<file path="config.mk">
export PLATFORM = sky130hd
export DESIGN_NAME = pvi_sink_flat
export DESIGN_NICKNAME = d
export VERILOG_FILES = /design/src/design/pvi_pkg.sv /design/src/design/pvi_link_if.sv /design/src/design/pvi_sink.sv /design/src/flat_wrapper.sv
export VERILOG_INCLUDE_DIRS = /design/src /design/src/design
export SDC_FILE = /design/constraint.sdc
export NUM_CORES = 1
export LEC_CHECK = 0
export BUFFER_PORTS_ARGS = -buffer_cell sky130_fd_sc_hd__buf_2
export CORE_ASPECT_RATIO = 1.4
export CORE_MARGIN = 10
export CORE_UTILIZATION = 30
export DETAILED_ROUTE_END_ITERATION = 8
export PLACE_DENSITY = 0.56
export SETUP_SLACK_MARGIN = 0.15
export SLEW_MARGIN = 20
export SYNTH_ARGS = -nofsm -noshare
export SYNTH_HDL_FRONTEND = slang
export SYNTH_SLANG_ARGS = --single-unit
</file>
<file path="constraint.sdc">
create_clock -name clk_sys_i -period 2.25 [get_ports clk_sys_i]
set_input_delay 0.3375 -clock clk_sys_i [delete_from_list [all_inputs] [get_ports clk_sys_i]]
set_output_delay 0.3375 -clock clk_sys_i [all_outputs]
set_load 0.005 [all_outputs]
</file>
<file path="src/design/pvi_params.svh">
// Timing counts and message codes shared by both ends of the voltage-increase sequencer.
`ifndef PVI_PARAMS_SVH
`define PVI_PARAMS_SVH

// ----------------------------------------------------------------------------
// Clock and timing
// ----------------------------------------------------------------------------
// Local clock period in nanoseconds (20 MHz).
`define PVI_CLK_PERIOD_NS 50
// Default tSnkTransition wait in microseconds (plain default, no figure given).
`define PVI_SNK_TRANSITION_US 30
// Default tSrcReady limit in microseconds (plain default).
`define PVI_SRC_READY_US 200
// Default tSnkStdby limit in microseconds (plain default).
`define PVI_SNK_STDBY_US 20
// Default sink transition supervision timer in microseconds (plain default).
`define PVI_PS_TRANSITION_US 400
// Least wait rounds up to whole cycles.
`define PVI_SNK_TRANSITION_CYC ((`PVI_SNK_TRANSITION_US * 1000 + `PVI_CLK_PERIOD_NS - 1) / `PVI_CLK_PERIOD_NS)
// Longest times round down.
`define PVI_SRC_READY_CYC ((`PVI_SRC_READY_US * 1000) / `PVI_CLK_PERIOD_NS)
`define PVI_SNK_STDBY_CYC ((`PVI_SNK_STDBY_US * 1000) / `PVI_CLK_PERIOD_NS)
`define PVI_PS_TRANSITION_CYC ((`PVI_PS_TRANSITION_US * 1000) / `PVI_CLK_PERIOD_NS)
// Counter width.
`define PVI_CNT_W 16

// ----------------------------------------------------------------------------
// Message codes on the link
// ----------------------------------------------------------------------------
`define PVI_MSG_NONE 2'h0
`define PVI_MSG_ACCEPT 2'h1
`define PVI_MSG_PS_RDY 2'h2
`define PVI_MSG_GOODCRC 2'h3

`endif

</file>
<file path="src/design/pvi_pkg.sv">
// Types shared by the two ends of the voltage-increase sequencer.
package pvi_pkg;
    // Message type carried on the link.
    typedef logic [1:0] pvi_msg_t;
endpackage

</file>
<file path="src/design/pvi_link_if.sv">
// Link between the source end and the sink end of the voltage-increase sequencer.
`timescale 1ns/1ps
`default_nettype none
interface pvi_link_if;
    import pvi_pkg::*;
    // Source to sink: message strobe and code.
    logic src_msg_valid;
    pvi_msg_t src_msg;
    // Sink to source: message strobe and code.
    logic snk_msg_valid;
    pvi_msg_t snk_msg;

    modport source (output src_msg_valid, output src_msg, input snk_msg_valid, input snk_msg);
    modport sink (input src_msg_valid, input src_msg, output snk_msg_valid, output snk_msg);
endinterface
`default_nettype wire

</file>
<file path="src/design/pvi_sink.sv">
// Sink end: answers Accept and PS_RDY, sequences standby and resume.
`timescale 1ns/1ps
`default_nettype none
`include "pvi_params.svh"
module pvi_sink
    import pvi_pkg::*;
#(
    parameter int unsigned STDBY_CYC = `PVI_SNK_STDBY_CYC,
    parameter int unsigned PS_TRANS_CYC = `PVI_PS_TRANSITION_CYC
) (
    input wire logic clk_sys_i,
    input wire logic resetn_i,
    pvi_link_if.sink link,
    input wire logic stdby_reached_i,   // Supply reports consumption at standby level.
    output logic stdby_req_o,           // Ask supply to drop to standby power.
    output logic new_level_ok_o,        // Operation at new level permitted.
    output logic stdby_late_o,          // Standby not reached within limit (sticky).
    output logic ps_timeout_o           // Transition timer expired before PS_RDY (sticky).
);
    // ------------------------------------------------------------------------
    // State
    // ------------------------------------------------------------------------
    typedef enum {SK_IDLE, SK_WAIT_RDY, SK_DONE} pvi_sk_e;
    typedef struct packed {
        pvi_sk_e st;
        logic [`PVI_CNT_W-1:0] ps_cnt;   // Transition supervision timer.
        logic [`PVI_CNT_W-1:0] sb_cnt;   // Standby deadline counter.
        logic ack_v;
        pvi_msg_t ack;   // Code sent with the acknowledge strobe, registered.
        logic stdby_req;
        logic ok;
        logic late;
        logic tout;
    } pvi_sk_s;
    pvi_sk_s r, next_r;
    logic sb_s1, sb_s2;   // Synchroniser for the supply status pin.

    // Two flops before the supply status is read.
    always_ff @(posedge clk_sys_i or negedge resetn_i) begin
        if (!resetn_i) begin
            sb_s1 <= 1'b0;
            sb_s2 <= 1'b0;
        end else begin
            sb_s1 <= stdby_reached_i;
            sb_s2 <= sb_s1;
        end
    end

    // Next-state logic.
    always_comb begin
        next_r = r;
        next_r.ack_v = 1'b0;
        next_r.ack = `PVI_MSG_NONE;
        // Every received message other than GoodCRC is acknowledged with GoodCRC one cycle later.
        if (link.src_msg_valid && (link.src_msg != `PVI_MSG_GOODCRC)) begin
            next_r.ack_v = 1'b1;   // see [RULE3] see [RULE8]
            next_r.ack = `PVI_MSG_GOODCRC;
        end
        unique case (r.st)
            SK_IDLE: begin
                if (link.src_msg_valid && link.src_msg == `PVI_MSG_ACCEPT) begin
                    next_r.st = SK_WAIT_RDY;
                    next_r.ps_cnt = '0;   // see [RULE2] see [RULE11]
                    next_r.sb_cnt = '0;
                    next_r.stdby_req = 1'b1;   // see [RULE5]
                    next_r.ok = 1'b0;
                end
            end
            SK_WAIT_RDY: begin
                if (r.ps_cnt < `PVI_CNT_W'(PS_TRANS_CYC)) begin
                    next_r.ps_cnt = r.ps_cnt + 1'b1;
                end else begin
                    next_r.tout = 1'b1;
                end
                // Standby must be reached before the source's wait runs out.
                if (!sb_s2) begin
                    if (r.sb_cnt < `PVI_CNT_W'(STDBY_CYC)) begin
                        next_r.sb_cnt = r.sb_cnt + 1'b1;
                    end else begin
                        next_r.late = 1'b1;   // see [RULE5]
                    end
                end
                if (link.src_msg_valid && link.src_msg == `PVI_MSG_PS_RDY) begin
                    next_r.st = SK_DONE;
                    next_r.ok = 1'b1;   // see [RULE8] see [RULE9]
                    next_r.stdby_req = 1'b0;   // see [RULE10]
                end
            end
            SK_DONE: begin
                // A fresh Accept restarts the sequence.
                if (link.src_msg_valid && link.src_msg == `PVI_MSG_ACCEPT) begin
                    next_r.st = SK_WAIT_RDY;
                    next_r.ps_cnt = '0;
                    next_r.sb_cnt = '0;
                    next_r.stdby_req = 1'b1;
                    next_r.ok = 1'b0;
                end
            end
        endcase
    end

    // State register.
    always_ff @(posedge clk_sys_i or negedge resetn_i) begin
        if (!resetn_i) begin
            r <= '{st: SK_IDLE, default: '0};
        end else begin
            r <= next_r;
        end
    end

    assign link.snk_msg_valid = r.ack_v;
    assign link.snk_msg = r.ack;
    assign stdby_req_o = r.stdby_req;
    assign new_level_ok_o = r.ok;
    assign stdby_late_o = r.late;
    assign ps_timeout_o = r.tout;
endmodule // pvi_sink
`default_nettype wire

</file>
<file path="src/flat_wrapper.sv">
// flat-port wrapper written by rule: the top's interface ports become plain ports
module pvi_sink_flat import pvi_pkg::*;
#(
    parameter int unsigned STDBY_CYC = `PVI_SNK_STDBY_CYC,
    parameter int unsigned PS_TRANS_CYC = `PVI_PS_TRANSITION_CYC
)
  (clk_sys_i, resetn_i, stdby_reached_i, stdby_req_o, new_level_ok_o, stdby_late_o, ps_timeout_o, link_src_msg_valid, link_src_msg, link_snk_msg_valid, link_snk_msg);
  pvi_link_if link_i ();
  input wire logic clk_sys_i;
  input wire logic resetn_i;
  input wire logic stdby_reached_i;
  output logic stdby_req_o;
  output logic new_level_ok_o;
  output logic stdby_late_o;
  output logic ps_timeout_o;
  input wire logic [$bits(link_i.src_msg_valid)-1:0] link_src_msg_valid;
  input wire logic [$bits(link_i.src_msg)-1:0] link_src_msg;
  output wire logic [$bits(link_i.snk_msg_valid)-1:0] link_snk_msg_valid;
  output wire logic [$bits(link_i.snk_msg)-1:0] link_snk_msg;
  assign link_i.src_msg_valid = link_src_msg_valid;
  assign link_i.src_msg = link_src_msg;
  assign link_snk_msg_valid = link_i.snk_msg_valid;
  assign link_snk_msg = link_i.snk_msg;
  pvi_sink #(.STDBY_CYC(STDBY_CYC), .PS_TRANS_CYC(PS_TRANS_CYC)) u_core (.clk_sys_i(clk_sys_i), .resetn_i(resetn_i), .link(link_i), .stdby_reached_i(stdby_reached_i), .stdby_req_o(stdby_req_o), .new_level_ok_o(new_level_ok_o), .stdby_late_o(stdby_late_o), .ps_timeout_o(ps_timeout_o));
endmodule
</file>
==> results of run 1 <==
-- cells in the mapped netlist (all sizes together) (3+ instances only) --
library cell	instances
dfrtp	39
o21ai	8
a211oi	5
xnor2	22
nand3	9
buf	8
nor2	27
and3	3
nor3	12
and4	4
inv	4
a21oi	7
o211ai	3
or3	4
nor4	7
o22ai	3
nand2	14
nand4	8
-- how the worst min path moves through the flow --
stage | endpoint | slack, ns | cells past startpoint
2_1_floorplan | u_core.link.snk_msg[0] | 0.04 | 0
3_3_place_gp | u_core.sb_s2 | 0.33 | 0
3_5_place_dp | u_core.sb_s2 | 0.35 | 0
4_1_cts | u_core.r[21] | 0.03 | 1
5_1_grt | u_core.r[21] | 0.06 | 1
6_report | u_core.r[21] | 0.01 | 1
-- through the flow --
step	worst slack [ns]	hold slack [ns]	cells	cell area (µm²)
2_1_floorplan	0.576	0.0419	215	2170
3_3_place_gp	0.446	0.332	322	2350
3_5_place_dp	0.428	0.351	322	2350
4_1_cts	0.415	0.0340	330	2480
5_1_grt	0.330	0.0563	330	2480
6_report	0.435	0.0101	330	2480
-- cells by family after synthesis --
family                     after synthesis
DFF                                     39
and+or+nand+nor                        100
muxes                                    1
xor gates and xnor gates                22
buffers and inverters                   15
adders and majority gates                2
AOI/OAI and AO/OA                       36
-- flip-flops by register name (all words and copies together), names as in the netlist --
name and flops:
u_core.link.snk_msg 1, u_core.ps_timeout_o 1, u_core.r 34, u_core.sb_s1 1, u_core.sb_s2 1, u_core.stdby_late_o 1
-- per-layer routing --
layer	up-vias	routed length, µm	part of all wire (%)	track usage, %
met5	-	0	0	0
met4	0	121	2.6	4.35
met3	12	136	2.9	2.29
met2	23	2350	50	15.1
met1	797	2060	44	10.6
li1	808	-	-	-
-- power groups by stage --
stage | Clock, W | Sequential, W | Combinational [W]
2_1_floorplan | 0 | 0.000868 | 0.000364
3_3_place_gp | 0 | 0.000895 | 0.000513
3_5_place_dp | 0 | 0.000899 | 0.000514
4_1_cts | 0.000714 | 0.000885 | 0.000517
5_1_grt | 0.000743 | 0.000904 | 0.000573
6_report | 0.000695 | 0.000885 | 0.000508
-- final cells by class --
class	instances	share of cell area [%]
clock inverter	2	2.42
clock buffer	6	2.92
timing repair buffer	22	5.44
multi-input combinational	161	44.4
sequential	39	39.3
inverter	5	0.756
tap	95	4.79
-- layout by cell type (no fill, tap or decap), types with 4 or more instances in the layout --
master and n:
and4_1 4, nor3_1 9, nand3_1 9, o21ai_0 6, buf_2 12, inv_1 4
nor2_1 26, dfrtp_1 39, nand4_1 8, clkbuf_8 5, xnor2_1 22, buf_4 10
a211oi_1 5, nand2_1 14, a21oi_1 7, or3_1 4
-- worst reg2reg max path: cells and delay by family, from the launching register on --
kind	cells	cell delay (ns)
XOR/XNOR	1	0.16
flip-flops	1	0.45
AND/OR/NAND/NOR	3	0.75
buffers and inverters	1	0.20
AO/OA/AOI/OAI	1	0.15
==> flow_metrics.env, run 1 <==
export IMPL_core_area_um2=7030
export IMPL_fin_nets=242
export IMPL_cts_sinks=39
export IMPL_run_status="finished, final reports clean"
export IMPL_hold_violations=0
export IMPL_synth_top_family_by_area="simple AND/OR/NAND/NOR gates"
export IMPL_avgSynthCellArea_um2=10.1
export IMPL_setup_violations=0
export IMPL_numCtsBuffers=5
export IMPL_routed_wl_um=4670
export IMPL_cp_startpoint="u_core.r[20]"
export IMPL_dr_total_vias=1640
export IMPL_clkTransAtPathRegs_ns=0.08
export IMPL_avgRoutedWirePerCell_um=14.2
export IMPL_cts_setup_buffers=0
export IMPL_yosysWarnings=0
export IMPL_critPathMaxFanout=10
export IMPL_ctsHoldBuffers=0
export IMPL_seq_power_share_pct=42.4
export IMPL_cp_required_ns=2.44
export IMPL_period_share_pct=80.7
export IMPL_slew_limit_headroom_pct=60.1
export IMPL_worstSetupEndpoint="u_core.r[21]"
export IMPL_end_kind="register"
export IMPL_synth_distinct_cells=50
export IMPL_cts_resized=0
export IMPL_ys_async_sr_fraction_pct=100
export IMPL_port_buffers=12
export IMPL_ys_seq_area_share_pct=44.9
export IMPL_cts_max_path_buffers=2
export IMPL_crit_path_start_kind="register"
export IMPL_cp_data_arrival_time_ns=2.00
export IMPL_hp_class="in2async"
export IMPL_ioPinCount=13
export IMPL_p_sw_w=0.000657
export IMPL_synth_top_cell_area_share_pct=44.9
export IMPL_cp_depth=6
export IMPL_grtUsageTotal_pct=9.08
export IMPL_die_w_um=91.9
export IMPL_muxShareOfSynthArea_pct=0.518
export IMPL_start_util_pct=30.9
export IMPL_grt_max_degree=24
export IMPL_ant_nets=0
export IMPL_first_pass_iters=4
export IMPL_reg2regPathDepth=6
export IMPL_ir_drop_mv=0.356
export IMPL_clk_latency_ns=0.29
export IMPL_drive_gt1_share_pct=20.0
export IMPL_cp_buffers_inverters=1
export IMPL_synth_main_ff_cell="dfrtp_1"
export IMPL_num_antenna_cells=0
export IMPL_utilization_pct=35.3
export IMPL_seq_area_um2=976
export IMPL_r2r_start="u_core.r[20]"
export IMPL_p_sw_share_pct=31.5
export IMPL_tightest_slew_ns=0.594
export IMPL_reg2reg_to="u_core.r[21]"
export IMPL_cp_cell_sequence="nor4_4, a41oi_4, buf_4, nor4_1, xnor2_1, nor2_1"
export IMPL_grt_pass1_vias=1650
export IMPL_path_class="reg2reg"
export IMPL_area_growth_pct=14.3
export IMPL_max_cap_violations=0
export IMPL_combPwrFrac_pct=24.3
export IMPL_synth_seq_cells=39
export IMPL_rows=36
export IMPL_fin_tns_setup_ns=0
export IMPL_period_needed_ns=1.82
export IMPL_die_area_um2=11100
export IMPL_grt_antenna_before_repair=0
export IMPL_gp_routability_congestion=0.815
export IMPL_power_density_nw_per_um2=841
export IMPL_crit_family="simple AND/OR/NAND/NOR gates"
export IMPL_vias_per_cell=4.97
export IMPL_syn_nets=223
export IMPL_synth_edf_count=0
export IMPL_multiInputGateArea_um2=1100
export IMPL_power_share_clock_pct=33.3
export IMPL_power_leakage_nw=0.970
export IMPL_overflow=0
export IMPL_yosys_area_share_simple_pct=27.5
export IMPL_fillers=740
export IMPL_r2r_setup_slack_ns=0.43
export IMPL_finClkSkew_ns=0.00676
export IMPL_p_int_w=0.00143
export IMPL_drc=0
export IMPL_cpPeakStageDelay_ns=0.45
export IMPL_synthXorXnorAreaFrac_pct=8.87
export IMPL_die_y_um=121
export IMPL_slowest_stage="dfrtp_1"
export IMPL_rsz0062_at_grt="false"
export IMPL_yosys_area_top_type="dfrtp_1"
export IMPL_drt_iter0_drc=101
export IMPL_clockRootBuffer="clkbuf_8"
export IMPL_h_tree_depth=2
export IMPL_cts_tree="done"
export IMPL_grt_pass1_wl_um=8220
export IMPL_finalPower_w=0.00209
export IMPL_synth_compound_area_share_pct=12.7
export IMPL_synth_area_leaders="dfrtp_1 45%, xnor2_1 8.9%, nor2_1 4.5%"
export IMPL_dpl_hpwl_um=3480
export IMPL_syn_instance_count=215
export IMPL_finalMaxSlewViolations=0
export IMPL_synthAdderAreaFrac_pct=1.15
export IMPL_syn_area_um2=2170
export IMPL_max_freq_ghz=0.551
Note: power is estimated with default switching activity, not from simulation.
==> run 2: changes to the inputs <==
--- a/config.mk
+++ b/config.mk
@@ -11,7 +11,7 @@
 export CORE_MARGIN = 10
 export CORE_UTILIZATION = 30
 export DETAILED_ROUTE_END_ITERATION = 8
-export PLACE_DENSITY = 0.56
+export PLACE_DENSITY = 0.58
 export SETUP_SLACK_MARGIN = 0.15
 export SLEW_MARGIN = 20
 export SYNTH_ARGS = -nofsm -noshare
==> constraint.sdc (replaced) <==
create_clock -name clk_sys_i -period 1.58 [get_ports clk_sys_i]
set_input_delay 0.237 -clock clk_sys_i [delete_from_list [all_inputs] [get_ports clk_sys_i]]
set_output_delay 0.237 -clock clk_sys_i [all_outputs]
set_load 0.005 [all_outputs]
==> run 2 against run 1 <==
Effect of this change:
- the flow now finishes with violations (setup timing)
- hold slack improved by 0.020 ns
- maximum frequency grew 3.6%
- die area unchanged
- combinational power grew to 2.6 times the previous value
- global-route usage grew 1.1 points
- sequential share of layout area shrank 9.3 points
- sequential cell count is the same
- cell area rose by 31%
- routed wire length rose by 19%
- via count rose by 15%
- register-to-register slack worse by 0.61 ns
- highest routed layer unchanged
==> flow_metrics.env, run 2 (synthesis results as in run 1) <==
export IMPL_drive_gt1_share_pct=46.9
export IMPL_ant_nets=0
export IMPL_grt_antenna_before_repair=0
export IMPL_finClkSkew_ns=0.0118
export IMPL_r2r_start="u_core.r[20]"
export IMPL_whs_ns=0.0301
export IMPL_hp_class="in2reg"
export IMPL_violations="setup timing"
export IMPL_grt_pass1_wl_um=9340
export IMPL_routed_wl_um=5540
export IMPL_overflow=0
export IMPL_drc=0
export IMPL_grt_pass1_vias=1968
export IMPL_grtUsageTotal_pct=10.2
export IMPL_die_w_um=91.9
export IMPL_clk_latency_ns=0.30
export IMPL_setup_violations=22
export IMPL_rows=36
export IMPL_largest_register_ffs=34
export IMPL_avgRoutedWirePerCell_um=14.4
export IMPL_dr_total_vias=1883
export IMPL_gp_routability_congestion=0.823
export IMPL_final_common_cell="buf_4"
export IMPL_ir_drop_mv=0.488
export IMPL_r2r_setup_slack_ns=-0.17
export IMPL_core_area_um2=7030
export IMPL_numCtsBuffers=5
export IMPL_period_needed_ns=1.75
export IMPL_holdPathStages=1
export IMPL_run_status="complete, but fails checks"
export IMPL_slew_limit_headroom_pct=63.2
export IMPL_cts_sinks=39
export IMPL_start_util_pct=30.9
export IMPL_max_flop_register="u_core.r"
export IMPL_power_leakage_nw=1.33
export IMPL_first_pass_iters=3
export IMPL_tightest_slew_ns=0.550
export IMPL_rsz0062_at_grt="true"
export IMPL_cts_max_path_buffers=2
export IMPL_critPathMaxFanout=10
export IMPL_crit_path_start_kind="register"
export IMPL_fin_nets=297
export IMPL_fillers=657
export IMPL_drt_iter0_drc=54
export IMPL_dpl_cell_count=358
export IMPL_finalNonFillerCells=385
export IMPL_die_area_um2=11100
export IMPL_period_share_pct=111
export IMPL_finalMaxSlewViolations=0
export IMPL_min_from="stdby_reached_i"
export IMPL_cp_data_arrival_time_ns=1.98
export IMPL_setup_ws_ns=-0.173
export IMPL_cts_tree="done"
export IMPL_reg2reg_to="u_core.r[15]"
export IMPL_final_cell_mix="53 x buf_4, 39 x dfrtp_1, 24 x nor2_1, 21 x xnor2_1, 12 x buf_2"
export IMPL_h_tree_depth=2
export IMPL_clkTransAtPathRegs_ns=0.09
export IMPL_end_kind="register"
export IMPL_dpl_hpwl_um=3560
export IMPL_reg2regPathDepth=5
export IMPL_max_cap_violations=0
export IMPL_hold_violations=0
export IMPL_max_freq_ghz=0.571
export IMPL_path_class="reg2reg"
export IMPL_ioPinCount=13
export IMPL_vias_per_cell=4.89
export IMPL_num_antenna_cells=0
export IMPL_power_density_nw_per_um2=1050
export IMPL_grt_max_degree=40
export IMPL_clockRootBuffer="clkbuf_8"
export IMPL_die_y_um=121
export IMPL_area_growth_pct=49.9
export IMPL_cp_required_ns=1.81
export IMPL_port_buffers=12
export IMPL_hold_path_end="u_core.sb_s1"
## run 2: cell count changes in the layout (fill, tap and decap cells not counted), moves of 4 or more
cell	previous run	this run
a211oi_1	5	0
buf_12	0	4
buf_4	10	53
buf_6	0	7
nor3_1	9	1
nor3_4	0	6
## run 2: layer usage
layer	routed length, µm	global-route usage, %	up-vias
li1	-	-	920
met1	2220	10.7	945
met2	3100	18.4	10
met3	106	2.41	8
met4	109	5.03	0
met5	0	0	-
## run 2: final cells by class
| class | count | area (µm²) | share of cell area, % |
|---|---|---|---|
| flip-flops and latches | 39 | 976 | 30.0 |
| inverters | 5 | 22.5 | 0.692 |
| multi-input cells | 161 | 1400 | 42.9 |
| well taps | 95 | 119 | 3.65 |
| clock inverters | 3 | 46.3 | 1.42 |
| repair buffers | 77 | 627 | 19.3 |
| clock buffers | 5 | 68.8 | 2.11 |
## run 2: power breakdown
part | leakage (nW) | internal, W | switching [W]
clock | 0.0548 | 0.000476 | 0.000399
sequential | 0.527 | 0.00112 | 0.000108
combinational | 0.752 | 0.000632 | 0.000672
## run 2: timing repair
item | CTS | global route
gates resized for setup | 33 | 29
endpoints found under the setup margin | 32 | 33
pin swaps | 21 | 29
endpoints found under the hold margin | 14 | 0
buffers inserted | 11 | 7
cloned | 0 | 0
hold buffers | 1 | 0
## run 2: worst max-delay path by stage
stage	cells past startpoint	start	slack, ns	endpoint
finish	5	u_core.r[20]	-0.17	u_core.r[15]
global route	6	u_core.r[20]	-0.25	u_core.r[11]
CTS	7	u_core.r[11]	-0.18	u_core.r[12]
detailed placement	6	link_src_msg_valid	-0.37	u_core.r[32]
global placement	6	link_src_msg_valid	-0.31	u_core.r[32]
floorplan	5	u_core.r[17]	-0.06	u_core.r[21]
## run 2: stage by stage
stage	TNS, ns	util [%]	worst slack, ns	cell area, µm²	power (W)
3_5_place_dp	-5.55	37.9	-0.366	2660	0.00218
5_1_grt	-4.23	46.3	-0.251	3260	0.00362
4_1_cts	-2.04	43.2	-0.183	3040	0.00324
3_3_place_gp	-4.25	37.9	-0.310	2660	0.00216
2_1_floorplan	-0.249	-	-0.0604	2200	0.00177
6_report	-2.03	46.3	-0.173	3260	0.00341
## run 2: critical path: stages (launching register included)
cell	delay, ns
dfrtp_1	0.42
nor4_4	0.35
a41oi_4	0.22
buf_12	0.20
or3_1	0.36
a21oi_1	0.12
==> run 3: changes to the inputs <==
--- a/config.mk
+++ b/config.mk
@@ -8,10 +8,9 @@
 export LEC_CHECK = 0
 export BUFFER_PORTS_ARGS = -buffer_cell sky130_fd_sc_hd__buf_2
 export CORE_ASPECT_RATIO = 1.4
-export CORE_MARGIN = 10
 export CORE_UTILIZATION = 30
 export DETAILED_ROUTE_END_ITERATION = 8
-export PLACE_DENSITY = 0.58
+export PLACE_DENSITY = 0.56
 export SETUP_SLACK_MARGIN = 0.15
 export SLEW_MARGIN = 20
 export SYNTH_ARGS = -nofsm -noshare
==> constraint.sdc (replaced) <==
create_clock -name clk_sys_i -period 2 [get_ports clk_sys_i]
set_input_delay 0.3 -clock clk_sys_i [delete_from_list [all_inputs] [get_ports clk_sys_i]]
set_output_delay 0.3 -clock clk_sys_i [all_outputs]
set_load 0.005 [all_outputs]
==> run 3 against run 2 <==
Effect of this change:
- the flow now finishes without violations
- register-to-register slack gained 0.31 ns
- first-iteration DRC count fell by 57%
- highest routed layer unchanged
- critical path type unchanged
- routed wire length shrank 8.8%
==> flow_metrics.env, run 3 (synthesis results as in run 1) <==
export IMPL_overflow=0
export IMPL_hp_class="in2reg"
export IMPL_dpl_hpwl_um=3430
export IMPL_largest_register_ffs=34
export IMPL_p_sw_share_pct=34.4
export IMPL_final_common_cell="dfrtp_1"
export IMPL_end_kind="register"
export IMPL_max_freq_ghz=0.538
export IMPL_cp_required_ns=2.17
export IMPL_num_antenna_cells=0
export IMPL_max_flop_register="u_core.r"
export IMPL_ir_drop_mv=0.770
export IMPL_avgRoutedWirePerCell_um=14.6
export IMPL_crit_path_start_kind="register"
export IMPL_grt_pass1_wl_um=8080
export IMPL_power_density_nw_per_um2=850
export IMPL_r2r_start="u_core.r[13]"
export IMPL_cp_data_arrival_time_ns=2.03
export IMPL_slew_limit_headroom_pct=62.6
export IMPL_cts_max_path_buffers=2
export IMPL_period_needed_ns=1.86
export IMPL_clk_latency_ns=0.29
export IMPL_finClkSkew_ns=0.00989
export IMPL_first_pass_iters=4
export IMPL_period_share_pct=93.0
export IMPL_gp_routability_congestion=0.810
export IMPL_max_cap_violations=0
export IMPL_rsz0062_at_grt="true"
export IMPL_clockRootBuffer="clkbuf_8"
export IMPL_drc=0
export IMPL_die_area_um2=7590
export IMPL_start_util_pct=31.1
export IMPL_cts_tree="done"
export IMPL_cp_cell_sequence="o311ai_4, a41oi_4, buf_4, nor4_2, xnor2_1, nor2_1"
export IMPL_hold_violations=0
export IMPL_vias_per_cell=4.96
export IMPL_numCtsBuffers=5
export IMPL_h_tree_depth=2
export IMPL_power_share_clock_pct=26.9
export IMPL_clkTransAtPathRegs_ns=0.08
export IMPL_slowest_stage="dfrtp_1"
export IMPL_drive_gt1_share_pct=26.6
export IMPL_setup_violations=0
export IMPL_seq_area_um2=977
export IMPL_dr_total_vias=1721
export IMPL_r2r_setup_slack_ns=0.14
export IMPL_fin_nets=259
export IMPL_reg2regPathDepth=6
export IMPL_fillers=695
export IMPL_crit_family="compound AO/OA/AOI/OAI gates"
export IMPL_grt_pass1_vias=1665
export IMPL_ioPinCount=13
export IMPL_final_cell_mix="38 x dfrtp_1, 26 x nor2_1, 25 x buf_4, 22 x xnor2_1, 14 x nand2_1"
export IMPL_tightest_slew_ns=0.558
export IMPL_rows=36
export IMPL_die_w_um=73.9
export IMPL_cts_sinks=39
export IMPL_reg2reg_to="u_core.r[20]"
export IMPL_area_growth_pct=21.6
export IMPL_ant_nets=0
export IMPL_cpPeakStageDelay_ns=0.43
export IMPL_grt_antenna_before_repair=0
export IMPL_power_leakage_nw=1.05
export IMPL_cp_startpoint="u_core.r[13]"
export IMPL_critPathMaxFanout=6
export IMPL_p_int_w=0.00147
export IMPL_drt_iter0_drc=23
export IMPL_grt_max_degree=25
export IMPL_port_buffers=12
export IMPL_combPwrFrac_pct=29.3
export IMPL_seq_power_share_pct=43.8
export IMPL_finalNonFillerCells=347
export IMPL_dpl_cell_count=326
export IMPL_die_y_um=103
export IMPL_core_area_um2=6980
export IMPL_utilization_pct=37.8
export IMPL_finalMaxSlewViolations=0
export IMPL_p_sw_w=0.000773
export IMPL_routed_wl_um=5050
export IMPL_worstSetupEndpoint="u_core.r[20]"
export IMPL_multiInputGateArea_um2=1140
export IMPL_cp_depth=6
export IMPL_grtUsageTotal_pct=14.0
export IMPL_run_status="finished, final reports clean"
export IMPL_path_class="reg2reg"
export IMPL_cp_buffers_inverters=1
## run 3: per-layer routing
metal | track usage, % | share of wire [%] | vias to the layer above
li1 | - | - | 842
met1 | 17.6 | 44 | 844
met2 | 24.1 | 52 | 29
met3 | 2.35 | 2.2 | 6
met4 | 5.03 | 1.4 | 0
met5 | 0 | 0 | -
## run 3: layout make-up
class | count | share of cell area, %
inverters | 5 | 0.711
well taps | 95 | 4.50
clock buffers | 7 | 3.65
flip-flops and latches | 39 | 37.0
repair buffers | 39 | 10.5
clock inverters | 1 | 0.284
multi-input cells | 161 | 43.3
## run 3: worst min-delay path by stage
stage / slack [ns] / from / depth (start not counted) / endpoint
after global placement: 0.29 / resetn_i / 1 / u_core.r[31]
after detailed placement: 0.30 / resetn_i / 1 / u_core.r[31]
final: 0.12 / stdby_reached_i / 1 / u_core.sb_s1
after CTS: 0.11 / stdby_reached_i / 1 / u_core.sb_s1
after floorplan: 0.004 / resetn_i / 0 / u_core.link.snk_msg[0]
after global routing: 0.10 / stdby_reached_i / 1 / u_core.sb_s1
## run 3: power by group through the flow
| stage | Combinational (W) | Sequential, W | Clock [W] |
|---|---|---|---|
| 6_report | 0.000657 | 0.000984 | 0.000605 |
| 5_1_grt | 0.000721 | 0.000997 | 0.000658 |
| 4_1_cts | 0.000605 | 0.000985 | 0.000620 |
| 3_5_place_dp | 0.000587 | 0.00100 | 0 |
| 3_3_place_gp | 0.000577 | 0.000997 | 0 |
| 2_1_floorplan | 0.000409 | 0.000977 | 0 |
## run 3: timing repair
item                                   CTS  global route
pin swaps                                2             3
setup endpoints to repair                5            17
resized for setup                        1             6
hold buffers                             1             0
setup buffers                            3             9
endpoints found under the hold margin   19             0
cloned                                   0             0
## run 3: worst reg2reg max path: cells and delay by family (launching register included)
kind | cells | cell delay [ns]
XOR/XNOR | 1 | 0.16
AND/OR/NAND/NOR | 2 | 0.37
AO/OA/AOI/OAI | 2 | 0.58
flip-flops | 1 | 0.43
buffers and inverters | 1 | 0.21
## run 3: through the flow
step                      total power, W  TNS, ns  setup slack, ns  cell area, µm²  hold slack, ns
after floorplan                  0.00139        0            0.326            2170         0.00441
after global placement           0.00157        0           0.0329            2390           0.292
after detailed placement         0.00159  -0.0150          -0.0150            2390           0.299
after CTS                        0.00221        0            0.140            2530           0.106
after global routing             0.00238        0           0.0738            2640           0.101
final                            0.00225        0            0.141            2640           0.116
